[src/plot_pkg.sv]
// Constants and types shared by the plot command interpreter
package plot_pkg;

  ////////////////////////////////////////////////////////////////////////////
  // Stream codes
  localparam logic [7:0] CODE_PLOT_ENTRY = 8'h02; // Enters plot mode
  localparam logic [7:0] CODE_ESCAPE = 8'hFF;     // Leaves plot mode
  localparam logic [7:0] CODE_CHAR_PLOT = 8'hFE;  // Character plot submode
  localparam logic [7:0] CODE_X_POINT = 8'hFD;    // X point submode
  localparam logic [7:0] CODE_Y_POINT = 8'hFC;    // Y point submode
  localparam logic [7:0] CODE_XY_INC = 8'hFB;     // Incremental point submode
  localparam logic [7:0] CODE_BAR_START = 8'hFA;  // Bar start column submode
  localparam logic [7:0] CODE_BAR_ROW = 8'hF9;    // Bar row submode
  localparam logic [7:0] CODE_BAR_END = 8'hF8;    // Bar end column submode
  localparam logic [7:0] CODE_BAR_INC = 8'hF7;    // Incremental bar submode
  localparam logic [7:0] CODE_FIRST = 8'hF0;      // Lowest submode code

  ////////////////////////////////////////////////////////////////////////////
  // Step field encodings
  localparam logic [1:0] STEP_DEC = 2'h1; // Decrement by one
  localparam logic [1:0] STEP_INC = 2'h2; // Increment by one

  ////////////////////////////////////////////////////////////////////////////
  // Grid geometry
  localparam int COORD_W = 7;                       // 128 blocks per axis
  localparam logic [6:0] COORD_ONE = 7'h01;         // Unit step
  localparam logic [4:0] CELL_ROW_TOP = 5'h1F;      // Highest cell row index
  localparam logic [7:0] CELL_BIT_ONE = 8'h01;      // Mask seed
  localparam logic [3:0] NIBBLE_ZERO = 4'h0;        // Invisible move marker
  localparam logic [7:0] RESET_BYTE = 8'h00;        // Cleared byte value

  ////////////////////////////////////////////////////////////////////////////
  // Submode and work states
  typedef enum logic [3:0] {
    M_OFF = 4'h0,
    M_X_POINT = 4'h1,
    M_Y_POINT = 4'h2,
    M_XY_INC = 4'h3,
    M_BAR_START = 4'h4,
    M_BAR_ROW = 4'h5,
    M_BAR_END = 4'h6,
    M_BAR_INC = 4'h7,
    M_CHAR = 4'h8,
    M_OTHER = 4'h9
  } mode_t;

  typedef enum logic [2:0] {
    W_IDLE = 3'h0,
    W_STEP1 = 3'h1,
    W_STEP2 = 3'h2,
    W_BSTEP1 = 3'h3,
    W_BSTEP2 = 3'h4,
    W_BAR = 3'h5
  } work_t;

endpackage : plot_pkg

[src/plot_interp.sv]
// Plot mode byte interpreter: point, incremental point and horizontal bar submodes
`timescale 1ns/1ps
`default_nettype none

module plot_interp (
  // Clock and reset
  input wire logic i_clk,
  input wire logic i_reset,
  // Command byte stream
  input wire logic i_byte_valid,
  input wire logic [7:0] i_byte,
  output logic o_ready,
  // Attributes sampled at plot mode entry
  input wire logic i_erase_flag,
  input wire logic [7:0] i_colour,
  // Block write to the display
  output logic o_blk_valid,
  output logic [6:0] o_blk_x,
  output logic [6:0] o_blk_y,
  output logic o_blk_toggle,
  output logic [7:0] o_blk_colour,
  output logic [5:0] o_cell_col,
  output logic [4:0] o_cell_row,
  output logic [7:0] o_cell_mask,
  // Status
  output logic o_plot_mode
);

  ////////////////////////////////////////////////////////////////////////////
  // Functions

  // step field decode; 0 and 3 hold, edges wrap
  function automatic logic [6:0] step(input logic [6:0] c, input logic [1:0] f);
    logic [6:0] r;
    r = c;
    if (f == plot_pkg::STEP_DEC)
      r = c - plot_pkg::COORD_ONE;
    else if (f == plot_pkg::STEP_INC)
      r = c + plot_pkg::COORD_ONE;
    return r;
  endfunction : step

  // Submode selected by a code byte
  function automatic plot_pkg::mode_t mode_of(input logic [7:0] code);
    plot_pkg::mode_t m;
    case (code)
      plot_pkg::CODE_CHAR_PLOT: m = plot_pkg::M_CHAR;
      plot_pkg::CODE_X_POINT: m = plot_pkg::M_X_POINT;
      plot_pkg::CODE_Y_POINT: m = plot_pkg::M_Y_POINT;
      plot_pkg::CODE_XY_INC: m = plot_pkg::M_XY_INC;
      plot_pkg::CODE_BAR_START: m = plot_pkg::M_BAR_START;
      plot_pkg::CODE_BAR_ROW: m = plot_pkg::M_BAR_ROW;
      plot_pkg::CODE_BAR_END: m = plot_pkg::M_BAR_END;
      plot_pkg::CODE_BAR_INC: m = plot_pkg::M_BAR_INC;
      default: m = plot_pkg::M_OTHER;
    endcase
    return m;
  endfunction : mode_of

  // Bit of the cell pattern for a block; bits 0-3 left column top down
  function automatic logic [7:0] cell_bit(input logic [6:0] x, input logic [6:0] y);
    return plot_pkg::CELL_BIT_ONE << {x[0], ~y[1:0]};
  endfunction : cell_bit

  ////////////////////////////////////////////////////////////////////////////
  // State
  plot_pkg::mode_t mode_r, mode_nxt;     // Current submode
  plot_pkg::work_t work_r, work_nxt;     // Multi-cycle drawing step
  logic [6:0] x_r, x_nxt;                // Point cursor X
  logic [6:0] y_r, y_nxt;                // Point cursor Y
  logic [6:0] bar_start_column_r, bar_start_column_nxt;
  logic [6:0] row_r, row_nxt;            // Bar row
  logic [6:0] end_r, end_nxt;            // Bar end column
  logic [6:0] draw_r, draw_nxt;          // Column being drawn
  logic [7:0] inc_r, inc_nxt;            // Held increment byte
  logic second_r, second_nxt;            // Second bar still pending
  logic toggle_r, toggle_nxt;            // Erase flag caught at entry
  logic [7:0] colour_r, colour_nxt;      // Colour caught at entry
  logic ready_r;
  logic fire;                            // Block write this cycle
  logic [6:0] fx, fy;                    // Block write coordinates

  ////////////////////////////////////////////////////////////////////////////
  // Decoding
  wire take = i_byte_valid && ready_r;
  wire is_code = i_byte >= plot_pkg::CODE_FIRST;
  wire [6:0] data7 = i_byte[6:0];
  wire [6:0] sx1 = step(x_r, inc_r[7:6]);
  wire [6:0] sy1 = step(y_r, inc_r[5:4]);
  wire [6:0] sx2 = step(x_r, inc_r[3:2]);
  wire [6:0] sy2 = step(y_r, inc_r[1:0]);
  wire [6:0] be1 = step(end_r, inc_r[7:6]);
  wire [6:0] br1 = step(row_r, inc_r[5:4]);
  wire [6:0] be2 = step(end_r, inc_r[3:2]);
  wire [6:0] br2 = step(row_r, inc_r[1:0]);
  // Bars are drawn left to right whichever end is larger
  wire [6:0] bar_hi = (end_r > bar_start_column_r) ? end_r : bar_start_column_r;

  ////////////////////////////////////////////////////////////////////////////
  // Next-state logic
  always_comb
  begin
    mode_nxt = mode_r;
    work_nxt = work_r;
    x_nxt = x_r;
    y_nxt = y_r;
    bar_start_column_nxt = bar_start_column_r;
    row_nxt = row_r;
    end_nxt = end_r;
    draw_nxt = draw_r;
    inc_nxt = inc_r;
    second_nxt = second_r;
    toggle_nxt = toggle_r;
    colour_nxt = colour_r;
    fire = 1'b0;
    fx = x_r;
    fy = y_r;
    case (work_r)
      plot_pkg::W_IDLE:
      begin
        if (!take)
        begin
          // Nothing to do
        end
        else if (mode_r == plot_pkg::M_OFF)
        begin
          if (i_byte == plot_pkg::CODE_PLOT_ENTRY)
          begin
            mode_nxt = plot_pkg::M_X_POINT;
            toggle_nxt = i_erase_flag;
            // colour is the one current at entry
            colour_nxt = i_colour;
          end
        end
        else if (i_byte == plot_pkg::CODE_ESCAPE)
          mode_nxt = plot_pkg::M_OFF;
        else if (mode_r == plot_pkg::M_CHAR)
        begin
          // character plot leaves only by escape
        end
        else if (is_code)
          mode_nxt = mode_of(i_byte);
        else
        begin
          case (mode_r)
            plot_pkg::M_X_POINT:
            begin
              // X only stored, no block set
              x_nxt = data7;
              mode_nxt = plot_pkg::M_Y_POINT;
            end
            plot_pkg::M_Y_POINT:
            begin
              y_nxt = data7;
              fire = 1'b1;
              fy = data7;
              mode_nxt = plot_pkg::M_X_POINT;
            end
            plot_pkg::M_XY_INC:
            begin
              inc_nxt = i_byte;
              work_nxt = plot_pkg::W_STEP1;
            end
            plot_pkg::M_BAR_START:
            begin
              bar_start_column_nxt = data7;
              mode_nxt = plot_pkg::M_BAR_ROW;
            end
            plot_pkg::M_BAR_ROW:
            begin
              row_nxt = data7;
              mode_nxt = plot_pkg::M_BAR_END;
            end
            plot_pkg::M_BAR_END:
            begin
              // draw bar, then back to row
              end_nxt = data7;
              draw_nxt = (data7 < bar_start_column_r) ? data7 : bar_start_column_r;
              work_nxt = plot_pkg::W_BAR;
              mode_nxt = plot_pkg::M_BAR_ROW;
            end
            plot_pkg::M_BAR_INC:
            begin
              inc_nxt = i_byte;
              work_nxt = plot_pkg::W_BSTEP1;
            end
            default:
            begin
              // Submodes handled elsewhere swallow data
            end
          endcase
        end
      end
      plot_pkg::W_STEP1:
      begin
        x_nxt = sx1;
        y_nxt = sy1;
        fx = sx1;
        fy = sy1;
        if (inc_r[3:0] == plot_pkg::NIBBLE_ZERO)
          work_nxt = plot_pkg::W_IDLE;
        else
        begin
          fire = 1'b1;
          work_nxt = plot_pkg::W_STEP2;
        end
      end
      plot_pkg::W_STEP2:
      begin
        x_nxt = sx2;
        y_nxt = sy2;
        fx = sx2;
        fy = sy2;
        fire = 1'b1;
        work_nxt = plot_pkg::W_IDLE;
      end
      plot_pkg::W_BSTEP1:
      begin
        // first bar moved by upper nibble
        end_nxt = be1;
        row_nxt = br1;
        draw_nxt = (be1 < bar_start_column_r) ? be1 : bar_start_column_r;
        second_nxt = 1'b1;
        work_nxt = plot_pkg::W_BAR;
      end
      plot_pkg::W_BSTEP2:
      begin
        // second bar moved by lower nibble
        end_nxt = be2;
        row_nxt = br2;
        draw_nxt = (be2 < bar_start_column_r) ? be2 : bar_start_column_r;
        work_nxt = plot_pkg::W_BAR;
      end
      plot_pkg::W_BAR:
      begin
        // one block per column on a single row
        fire = 1'b1;
        fx = draw_r;
        fy = row_r;
        if (draw_r != bar_hi)
          draw_nxt = draw_r + plot_pkg::COORD_ONE;
        else if (second_r)
        begin
          second_nxt = 1'b0;
          work_nxt = plot_pkg::W_BSTEP2;
        end
        else
          work_nxt = plot_pkg::W_IDLE;
      end
      default:
        work_nxt = plot_pkg::W_IDLE;
    endcase
  end

  ////////////////////////////////////////////////////////////////////////////
  // Control registers
  always_ff @(posedge i_clk)
  begin
    if (i_reset)
    begin
      mode_r <= plot_pkg::M_OFF;
      work_r <= plot_pkg::W_IDLE;
      second_r <= 1'b0;
      ready_r <= 1'b0;
      o_plot_mode <= 1'b0;
    end
    else
    begin
      mode_r <= mode_nxt;
      work_r <= work_nxt;
      second_r <= second_nxt;
      // Stall the source while a bar or step pair is drawn
      ready_r <= (work_nxt == plot_pkg::W_IDLE);
      o_plot_mode <= (mode_nxt != plot_pkg::M_OFF);
    end
  end

  ////////////////////////////////////////////////////////////////////////////
  // Coordinate registers
  always_ff @(posedge i_clk)
  begin
    if (i_reset)
    begin
      x_r <= '0;
      y_r <= '0;
      bar_start_column_r <= '0;
      row_r <= '0;
      end_r <= '0;
      draw_r <= '0;
      inc_r <= plot_pkg::RESET_BYTE;
      toggle_r <= 1'b0;
      colour_r <= plot_pkg::RESET_BYTE;
    end
    else
    begin
      x_r <= x_nxt;
      y_r <= y_nxt;
      // never cleared on leaving plot mode
      bar_start_column_r <= bar_start_column_nxt;
      row_r <= row_nxt;
      end_r <= end_nxt;
      draw_r <= draw_nxt;
      inc_r <= inc_nxt;
      toggle_r <= toggle_nxt;
      colour_r <= colour_nxt;
    end
  end

  ////////////////////////////////////////////////////////////////////////////
  // Block write outputs
  always_ff @(posedge i_clk)
  begin
    if (i_reset)
    begin
      o_blk_valid <= 1'b0;
      o_blk_x <= '0;
      o_blk_y <= '0;
      o_blk_toggle <= 1'b0;
      o_blk_colour <= plot_pkg::RESET_BYTE;
      o_cell_col <= '0;
      o_cell_row <= '0;
      o_cell_mask <= plot_pkg::RESET_BYTE;
    end
    else
    begin
      o_blk_valid <= fire;
      o_blk_x <= fx;
      o_blk_y <= fy;
      o_blk_toggle <= toggle_r;
      o_blk_colour <= colour_r;
      // Y counts up from the bottom, cell rows count down
      o_cell_col <= fx[6:1];
      o_cell_row <= plot_pkg::CELL_ROW_TOP - fy[6:2];
      // mask overwrites any text in the cell
      o_cell_mask <= cell_bit(fx, fy);
    end
  end

  assign o_ready = ready_r;
endmodule : plot_interp

`default_nettype wire

[config.mk]
export PLATFORM = sky130hd
export DESIGN_NAME = plot_interp
export DESIGN_NICKNAME = d
export VERILOG_FILES = /design/src/plot_pkg.sv /design/src/plot_interp.sv
export SDC_FILE = /design/constraint.sdc
export NUM_CORES = 1
export LEC_CHECK = 0
export ABC_AREA = 1
export BUFFER_PORTS_ARGS = -buffer_cell sky130_fd_sc_hd__clkbuf_2
export CORE_ASPECT_RATIO = 0.6
export CORE_UTILIZATION = 55
export CTS_BUF_LIST = sky130_fd_sc_hd__clkbuf_4 sky130_fd_sc_hd__clkbuf_8
export CTS_CLUSTER_DIAMETER = 120
export DETAILED_ROUTE_END_ITERATION = 6
export GPL_ROUTABILITY_DRIVEN = 0
export GPL_TIMING_DRIVEN = 0
export PLACE_DENSITY = 0.74
export SYNTH_ARGS = -nofsm -noshare
export SYNTH_HDL_FRONTEND = slang
export SYNTH_SLANG_ARGS = --single-unit
[constraint.sdc]
create_clock -name i_clk -period 3.9 [get_ports i_clk]
set_clock_uncertainty 0.1 [all_clocks]
set_input_delay 0 -clock i_clk [delete_from_list [all_inputs] [get_ports i_clk]]
set_output_delay 0 -clock i_clk [all_outputs]
set_load 0.01 [all_outputs]
==> metrics, run 1 <==
critical path type reg2reg; CTS tree done; Avg WL per Cell 17.9 um; sw power 0.000566 W; CP required 4.13 ns; Area Overhead vs Synth 11.4%; Max IR drop VDD 0.145 mV; Site Rows 32; end-of-flow core utilization 63.9%; layout cells sized above 1 14.4%; Post-Synthesis Cells 1137; Pins Over Slew Limit 0; CP most frequent cell nand2_1; pin count of the biggest net entering global routing 21; Clock power frac 37.8%; Syn Std Cell Area 7510 um2; CTS Buf Count 9; largest cells by area after synthesis dfxtp_1 28%, nand2_1 13%, ha_1 6.5%; Max Fanout on Critical Path 8; area share of the largest cell type after synthesis 28.3%; Power Internal 0.00140 W; WL final 25000 um; crit path launch end_r[0]; Via Count 8276; endpoints failing hold 0; clk sinks 106; worst hold margin 0.0613 ns; Finished Cell Area 8360 um2; outcome finished, violations left; most common flop cell mapped by yosys dfxtp_1; first-pass GRT wire length 38700 um; clock insertion delay at the later pin of the skew report 0.41 ns; Post-synth ARST share 0%; initial antenna violation count 0; Global Route met3 Usage 13.2%; Unique masters post-synth 48; WP data arrival 3.88 ns; Worst setup endpoint draw_r[5]; sequential share of the synthesized area 28.3%; Synth area leader dfxtp_1; gr usage total 35.4%; Via-to-Cell Ratio 5.92; min Tclk post-route 3.65 ns; cells along the critical path inv_1 -> ha_1 -> nand2_1 -> nor2_1 -> xor2_1 -> o21ai_1 -> inv_1 -> ha_1 -> a21oi_1 -> nor2_1 -> a211oi_1 -> nand2_2 -> nand2_1 -> nand2_1 -> nand2_1 -> nand3_1 -> nor2_2 -> nor2_2; DP Worst Slack 0.296 ns; Reg2Reg Capture Point draw_r[5]; Tightest Hold Check Type in2reg; dpl hpwl 18600 um; Leakage 3.92 nW; CP peak stage delay 0.48 ns; GRT Max-Usage Layer met1; CTS max path bufs 2; worst-margin pin slew 0.956 ns; R2R depth 18; fillers 1251; register share of total power 55.4%; RR Startpoint end_r[0]; GRT overflow 0; DRT antenna net count 0; vias in the first global route 6983; Syn Area/Cell 6.60 um2; Syn Nets 1196; number of synthesized register bits 106; Startpoint Class flip-flop; Synthesis Warnings 0; Max-Cap Viols 0; final setup fails 0; RSZ-0062 raised after global routing false; # nets final 1282; Worst-path clk slew 0.13 ns; DR iter-0 viols 1178; drt pass-1 iters 7; Die Y 92.5 um; # H-tree levels 3; die width 153 um; n_diodes 0; fin crit share 93.5%; Crit. End Element flip-flop; initial core utilization 57.4%; slowest CP cell dfxtp_1; hold-critical path depth 4; Die Footprint 14100 um2; R2R Setup Slk 0.25 ns; violated checks DRC; I/O pin cnt 65; number of flops mapped to enable cells by yosys 0; clock root cell clkbuf_8; met1 usage 53.6%; sw frac 28.8%; Max-slew headroom 36.3%; number of port buffers 64; Cell Area, Placed 8040 um2; DRC viols 24; M2 GR Usage 46.0%; Cell Pwr Density 235 nW/um2; total core area 13100 um2; Comb pwr share 6.8%; post-route setup TNS 0 ns; Achievable Freq 274 MHz; final worst slack 0.252 ns
-- per-layer routing --
metal / part of all wire (%) / vias to the layer above
met4: 1.6 / 0
met1: 45 / 3652
met2: 36 / 612
met5: 0 / -
li1: - / 3959
met3: 16 / 53
-- Yosys cell counts, types with 6 or more instances --
cell and instances:
nand2_1 260, inv_1 121, dfxtp_1 106, a21oi_1 86, nor2_1 82, nand3_1 73, o21ai_0 61, ha_1 39
xor2_1 29, clkbuf_1 25, o21ai_1 25, nor2_2 22, inv_2 21, nor3_1 18, o2111ai_1 17, buf_2 15
nand4_1 14, o211ai_1 14, a31oi_1 13, nand2_2 11, xnor2_1 9, a211oi_1 8, o22ai_1 7, buf_4 6
-- timing repair --
action,4_1_cts,5_1_grt
resized for setup,0,2
setup endpoints to repair,0,7
hold buffers,11,0
setup buffers,0,0
endpoints found under the hold margin,16,0
-- cell usage in the layout, fill, tap and decap left out, drive strengths merged --
master and instances:
nand2 275, inv 146, nor2 109, dfxtp 106
clkbuf 99, a21oi 87, o21ai 86, nand3 76
ha 39, xor2 29, buf 26, nor3 20
o2111ai 17, nand4 15, o211ai 14, a31oi 13
dlygate4sd3 11, a211oi 10, xnor2 9, o22ai 7
a22oi 5, a41oi 5, clkinv 5, o21a 4
a221oi 3, and3 2, and2 2, nor4 2
o221ai 2, or2 1, o31ai 1, o41ai 1
nand3b 1
-- cells by family (layout without fill, tap and decap cells) --
logic type	Yosys count	count (layout)	share of synthesized area [%]
adder cells (fa/ha/maj)	39	39	6.50
AO/OA/AOI/OAI	255	255	20.0
AND/OR/NAND/NOR	503	503	30.2
buffers and inverters	196	287	10.6
XOR/XNOR	38	38	4.43
flip-flops	106	106	28.3
-- area by class of cell --
| cell class | count | area [um2] | share of cell area [%] |
|---|---|---|---|
| Buffer | 51 | 251 | 3.01 |
| Clock buffer | 10 | 138 | 1.65 |
| Clock inverter | 6 | 67.6 | 0.808 |
| Inverter | 145 | 544 | 6.51 |
| Multi-Input combinational cell | 835 | 4600 | 55.0 |
| Sequential cell | 106 | 2120 | 25.4 |
| Tap cell | 170 | 213 | 2.54 |
| Timing Repair Buffer | 75 | 430 | 5.15 |
-- worst min path at each step --
stage,startpoint,end,slack [ns]
4_1_cts,i_byte[6],inc_r[6],0.05
6_report,i_byte_valid,mode_r[2],0.06
5_1_grt,i_byte[6],inc_r[6],0.06
3_5_place_dp,i_colour[5],colour_r[5],0.19
2_1_floorplan,i_reset,mode_r[1],-0.02
3_3_place_gp,i_colour[3],colour_r[3],0.18
-- power by group through the flow --
stage	combinational (W)	clock [W]	sequential (W)
4_1_cts	0.000128	0.000733	0.00109
3_3_place_gp	0.000118	0	0.00111
6_report	0.000134	0.000742	0.00109
2_1_floorplan	0.0000622	0	0.00111
5_1_grt	0.000142	0.000774	0.00109
3_5_place_dp	0.000118	0	0.00111
-- metrics by stage --
step,total power (W),std cells
after floorplan,0.00118,1137
after global placement,0.00123,1371
after detailed placement,0.00123,1371
after CTS,0.00195,1398
after global routing,0.00200,1398
final,0.00196,1398
-- registers in the layout, summed over array words and instances, names as in the netlist, 4 cells and up --
register            cells
colour_r                8
inc_r                   8
o_blk_colour            8
o_cell_mask             8
bar_start_column_r      7
draw_r                  7
end_r                   7
o_blk_x                 7
o_blk_y                 7
row_r                   7
x_r                     7
y_r                     7
o_cell_row              5
mode_r                  4
-- worst max-delay path, delay by kind of cell, from the launching register on --
kind | cells | cell delay (ns)
DFF | 1 | 0.48
buffers and inverters | 2 | 0.34
and+or+nand+nor | 10 | 1.09
xor gates and xnor gates | 1 | 0.18
adders and majority gates | 2 | 0.59
AOI/OAI and AO/OA | 3 | 0.79
(Power assumes the default switching activity.)
==> inputs of run 2 (changes only) <==
--- a/config.mk
+++ b/config.mk
@@ -14,7 +14,7 @@
 export DETAILED_ROUTE_END_ITERATION = 6
 export GPL_ROUTABILITY_DRIVEN = 0
 export GPL_TIMING_DRIVEN = 0
-export PLACE_DENSITY = 0.74
+export PLACE_DENSITY = 0.77
 export SYNTH_ARGS = -nofsm -noshare
 export SYNTH_HDL_FRONTEND = slang
 export SYNTH_SLANG_ARGS = --single-unit
==> constraint.sdc (replaced) <==
create_clock -name i_clk -period 3.3 [get_ports i_clk]
set_clock_uncertainty 0.1 [all_clocks]
set_input_delay 0 -clock i_clk [delete_from_list [all_inputs] [get_ports i_clk]]
set_output_delay 0 -clock i_clk [all_outputs]
set_load 0.01 [all_outputs]
==> metrics, run 2 (same netlist as run 1, synthesis figures left out) <==
commonest non-fill, non-tap cells in the layout 253 x nand2_1, 119 x inv_1, 103 x dfxtp_1, 86 x a21oi_1, 81 x nor2_1; end-of-flow core utilization 64.9%; dpl hpwl 19100 um; first-pass GRT wire length 39600 um; clk sinks 106; Die Footprint 14100 um2; Startpoint Class flip-flop; CTS Buf Count 9; WP data arrival 3.42 ns; worst-margin pin slew 1.03 ns; Area Overhead vs Synth 13.1%; outcome finished, violations left; layout cells sized above 1 16.3%; placed cells 1371; CP required 3.55 ns; violated checks DRC; Crit. End Element flip-flop; min Tclk post-route 3.18 ns; drt pass-1 iters 7; register share of total power 54.6%; sw power 0.000645 W; Max IR drop VDD 0.208 mV; Max Fanout on Critical Path 9; Tightest Hold Check Type in2reg; Clock power frac 38.5%; endpoints failing hold 0; WL final 25600 um; Leakage 3.97 nW; final worst slack 0.125 ns; Avg WL per Cell 18.2 um; sw frac 27.4%; I/O pin cnt 65; # H-tree levels 3; DRT antenna net count 0; Cell Area, Placed 8040 um2; GRT overflow 0; vias in the first global route 7309; Final Non-Filler Cells 1404; initial antenna violation count 0; # nets final 1287; Worst-path clk slew 0.12 ns; commonest non-fill, non-tap cell in the layout nand2_1; CTS tree done; fin crit share 96.2%; number of port buffers 64; Via Count 8418; Comb pwr share 6.8%; initial core utilization 57.4%; pin count of the biggest net entering global routing 21; clock root cell clkbuf_8; Pins Over Slew Limit 0; gr usage total 36.5%; final setup fails 0; Cell Pwr Density 277 nW/um2; DR iter-0 viols 1245; total core area 13100 um2; Max-Cap Viols 0; Achievable Freq 315 MHz; Die Y 92.5 um; clock insertion delay at the later pin of the skew report 0.40 ns; DRC viols 10; Via-to-Cell Ratio 6.00; post-route setup TNS 0 ns; die width 153 um; CTS max path bufs 2; DP Worst Slack -0.485 ns; critical path type reg2reg; Power Internal 0.00171 W; Finished Cell Area 8490 um2; Site Rows 32; Max-slew headroom 31.5%
-- run 2: cell types whose count changed in the layout (fill, tap and decap cells not counted), sizes merged --
cell	previous run	this run
inv	146	145
bufinv	0	1
clkinv	5	6
diode	0	1
clkbuf	99	101
buf	26	28
-- run 2: per-layer routing --
layer | global-route usage [%] | wire (um) | vias up | part of all wire, %
met5 | 0 | 0 | - | 0
met4 | 9.85 | 512 | 0 | 2.0
met3 | 14.2 | 4530 | 65 | 18
met2 | 47.9 | 9380 | 622 | 37
met1 | 53.6 | 11100 | 3760 | 44
li1 | - | - | 3971 | -
-- run 2: what timing repair did --
action	4_1_cts	5_1_grt
hold endpoints to repair	16	0
hold buffers	11	0
buffers inserted	2	3
setup endpoints to repair	7	7
gates resized for setup	8	21
pin swaps	2	1
-- run 2: worst max-delay path, cell delays in order (launching register included) --
cell and delay [ns]:
dfxtp_1 0.35, inv_1 0.06, nand2_1 0.26, clkinv_1 0.44, a221oi_4 0.55, ha_1 0.32
a21oi_1 0.14, nand2_1 0.07, nand2_1 0.07, nand2_2 0.11, buf_4 0.18, o21ai_0 0.16
nor2_1 0.08, nand3_1 0.10, nor2_2 0.05, nor2_2 0.09
-- run 2: worst paths after layout --
kind,start,end,slack (ns),depth (start not counted)
max,inc_r[7],draw_r[5],0.12,15
min,i_byte_valid,o_blk_valid,0.1,5
max reg2reg,inc_r[7],draw_r[5],0.12,15
min reg2reg,colour_r[3],o_blk_colour[3],0.34,2
-- run 2: power groups by stage --
stage / Combinational [W] / Sequential (W) / Clock [W]
4_1_cts: 0.000151 / 0.00129 / 0.000910
6_report: 0.000161 / 0.00128 / 0.000905
2_1_floorplan: 0.0000736 / 0.00132 / 0
5_1_grt: 0.000171 / 0.00129 / 0.000951
3_5_place_dp: 0.000140 / 0.00131 / 0
3_3_place_gp: 0.000139 / 0.00131 / 0
-- run 2: final cells by class --
| class | instances | area (um2) |
|---|---|---|
| multi-input combinational | 835 | 4650 |
| fill | 1221 | 4600 |
| sequential | 106 | 2130 |
| inverter | 145 | 547 |
| timing repair buffer | 80 | 468 |
| buffer | 51 | 262 |
| tap | 170 | 213 |
| clock buffer | 9 | 124 |
| clock inverter | 7 | 97.6 |
| antenna | 1 | 2.50 |
-- run 2: per-stage QoR --
stage                     hold slack, ns  total power [W]
after floorplan                  -0.0189          0.00139
after global routing              0.0913          0.00241
after CTS                         0.0678          0.00235
after global placement             0.183          0.00145
after detailed placement           0.189          0.00145
final                             0.0998          0.00235
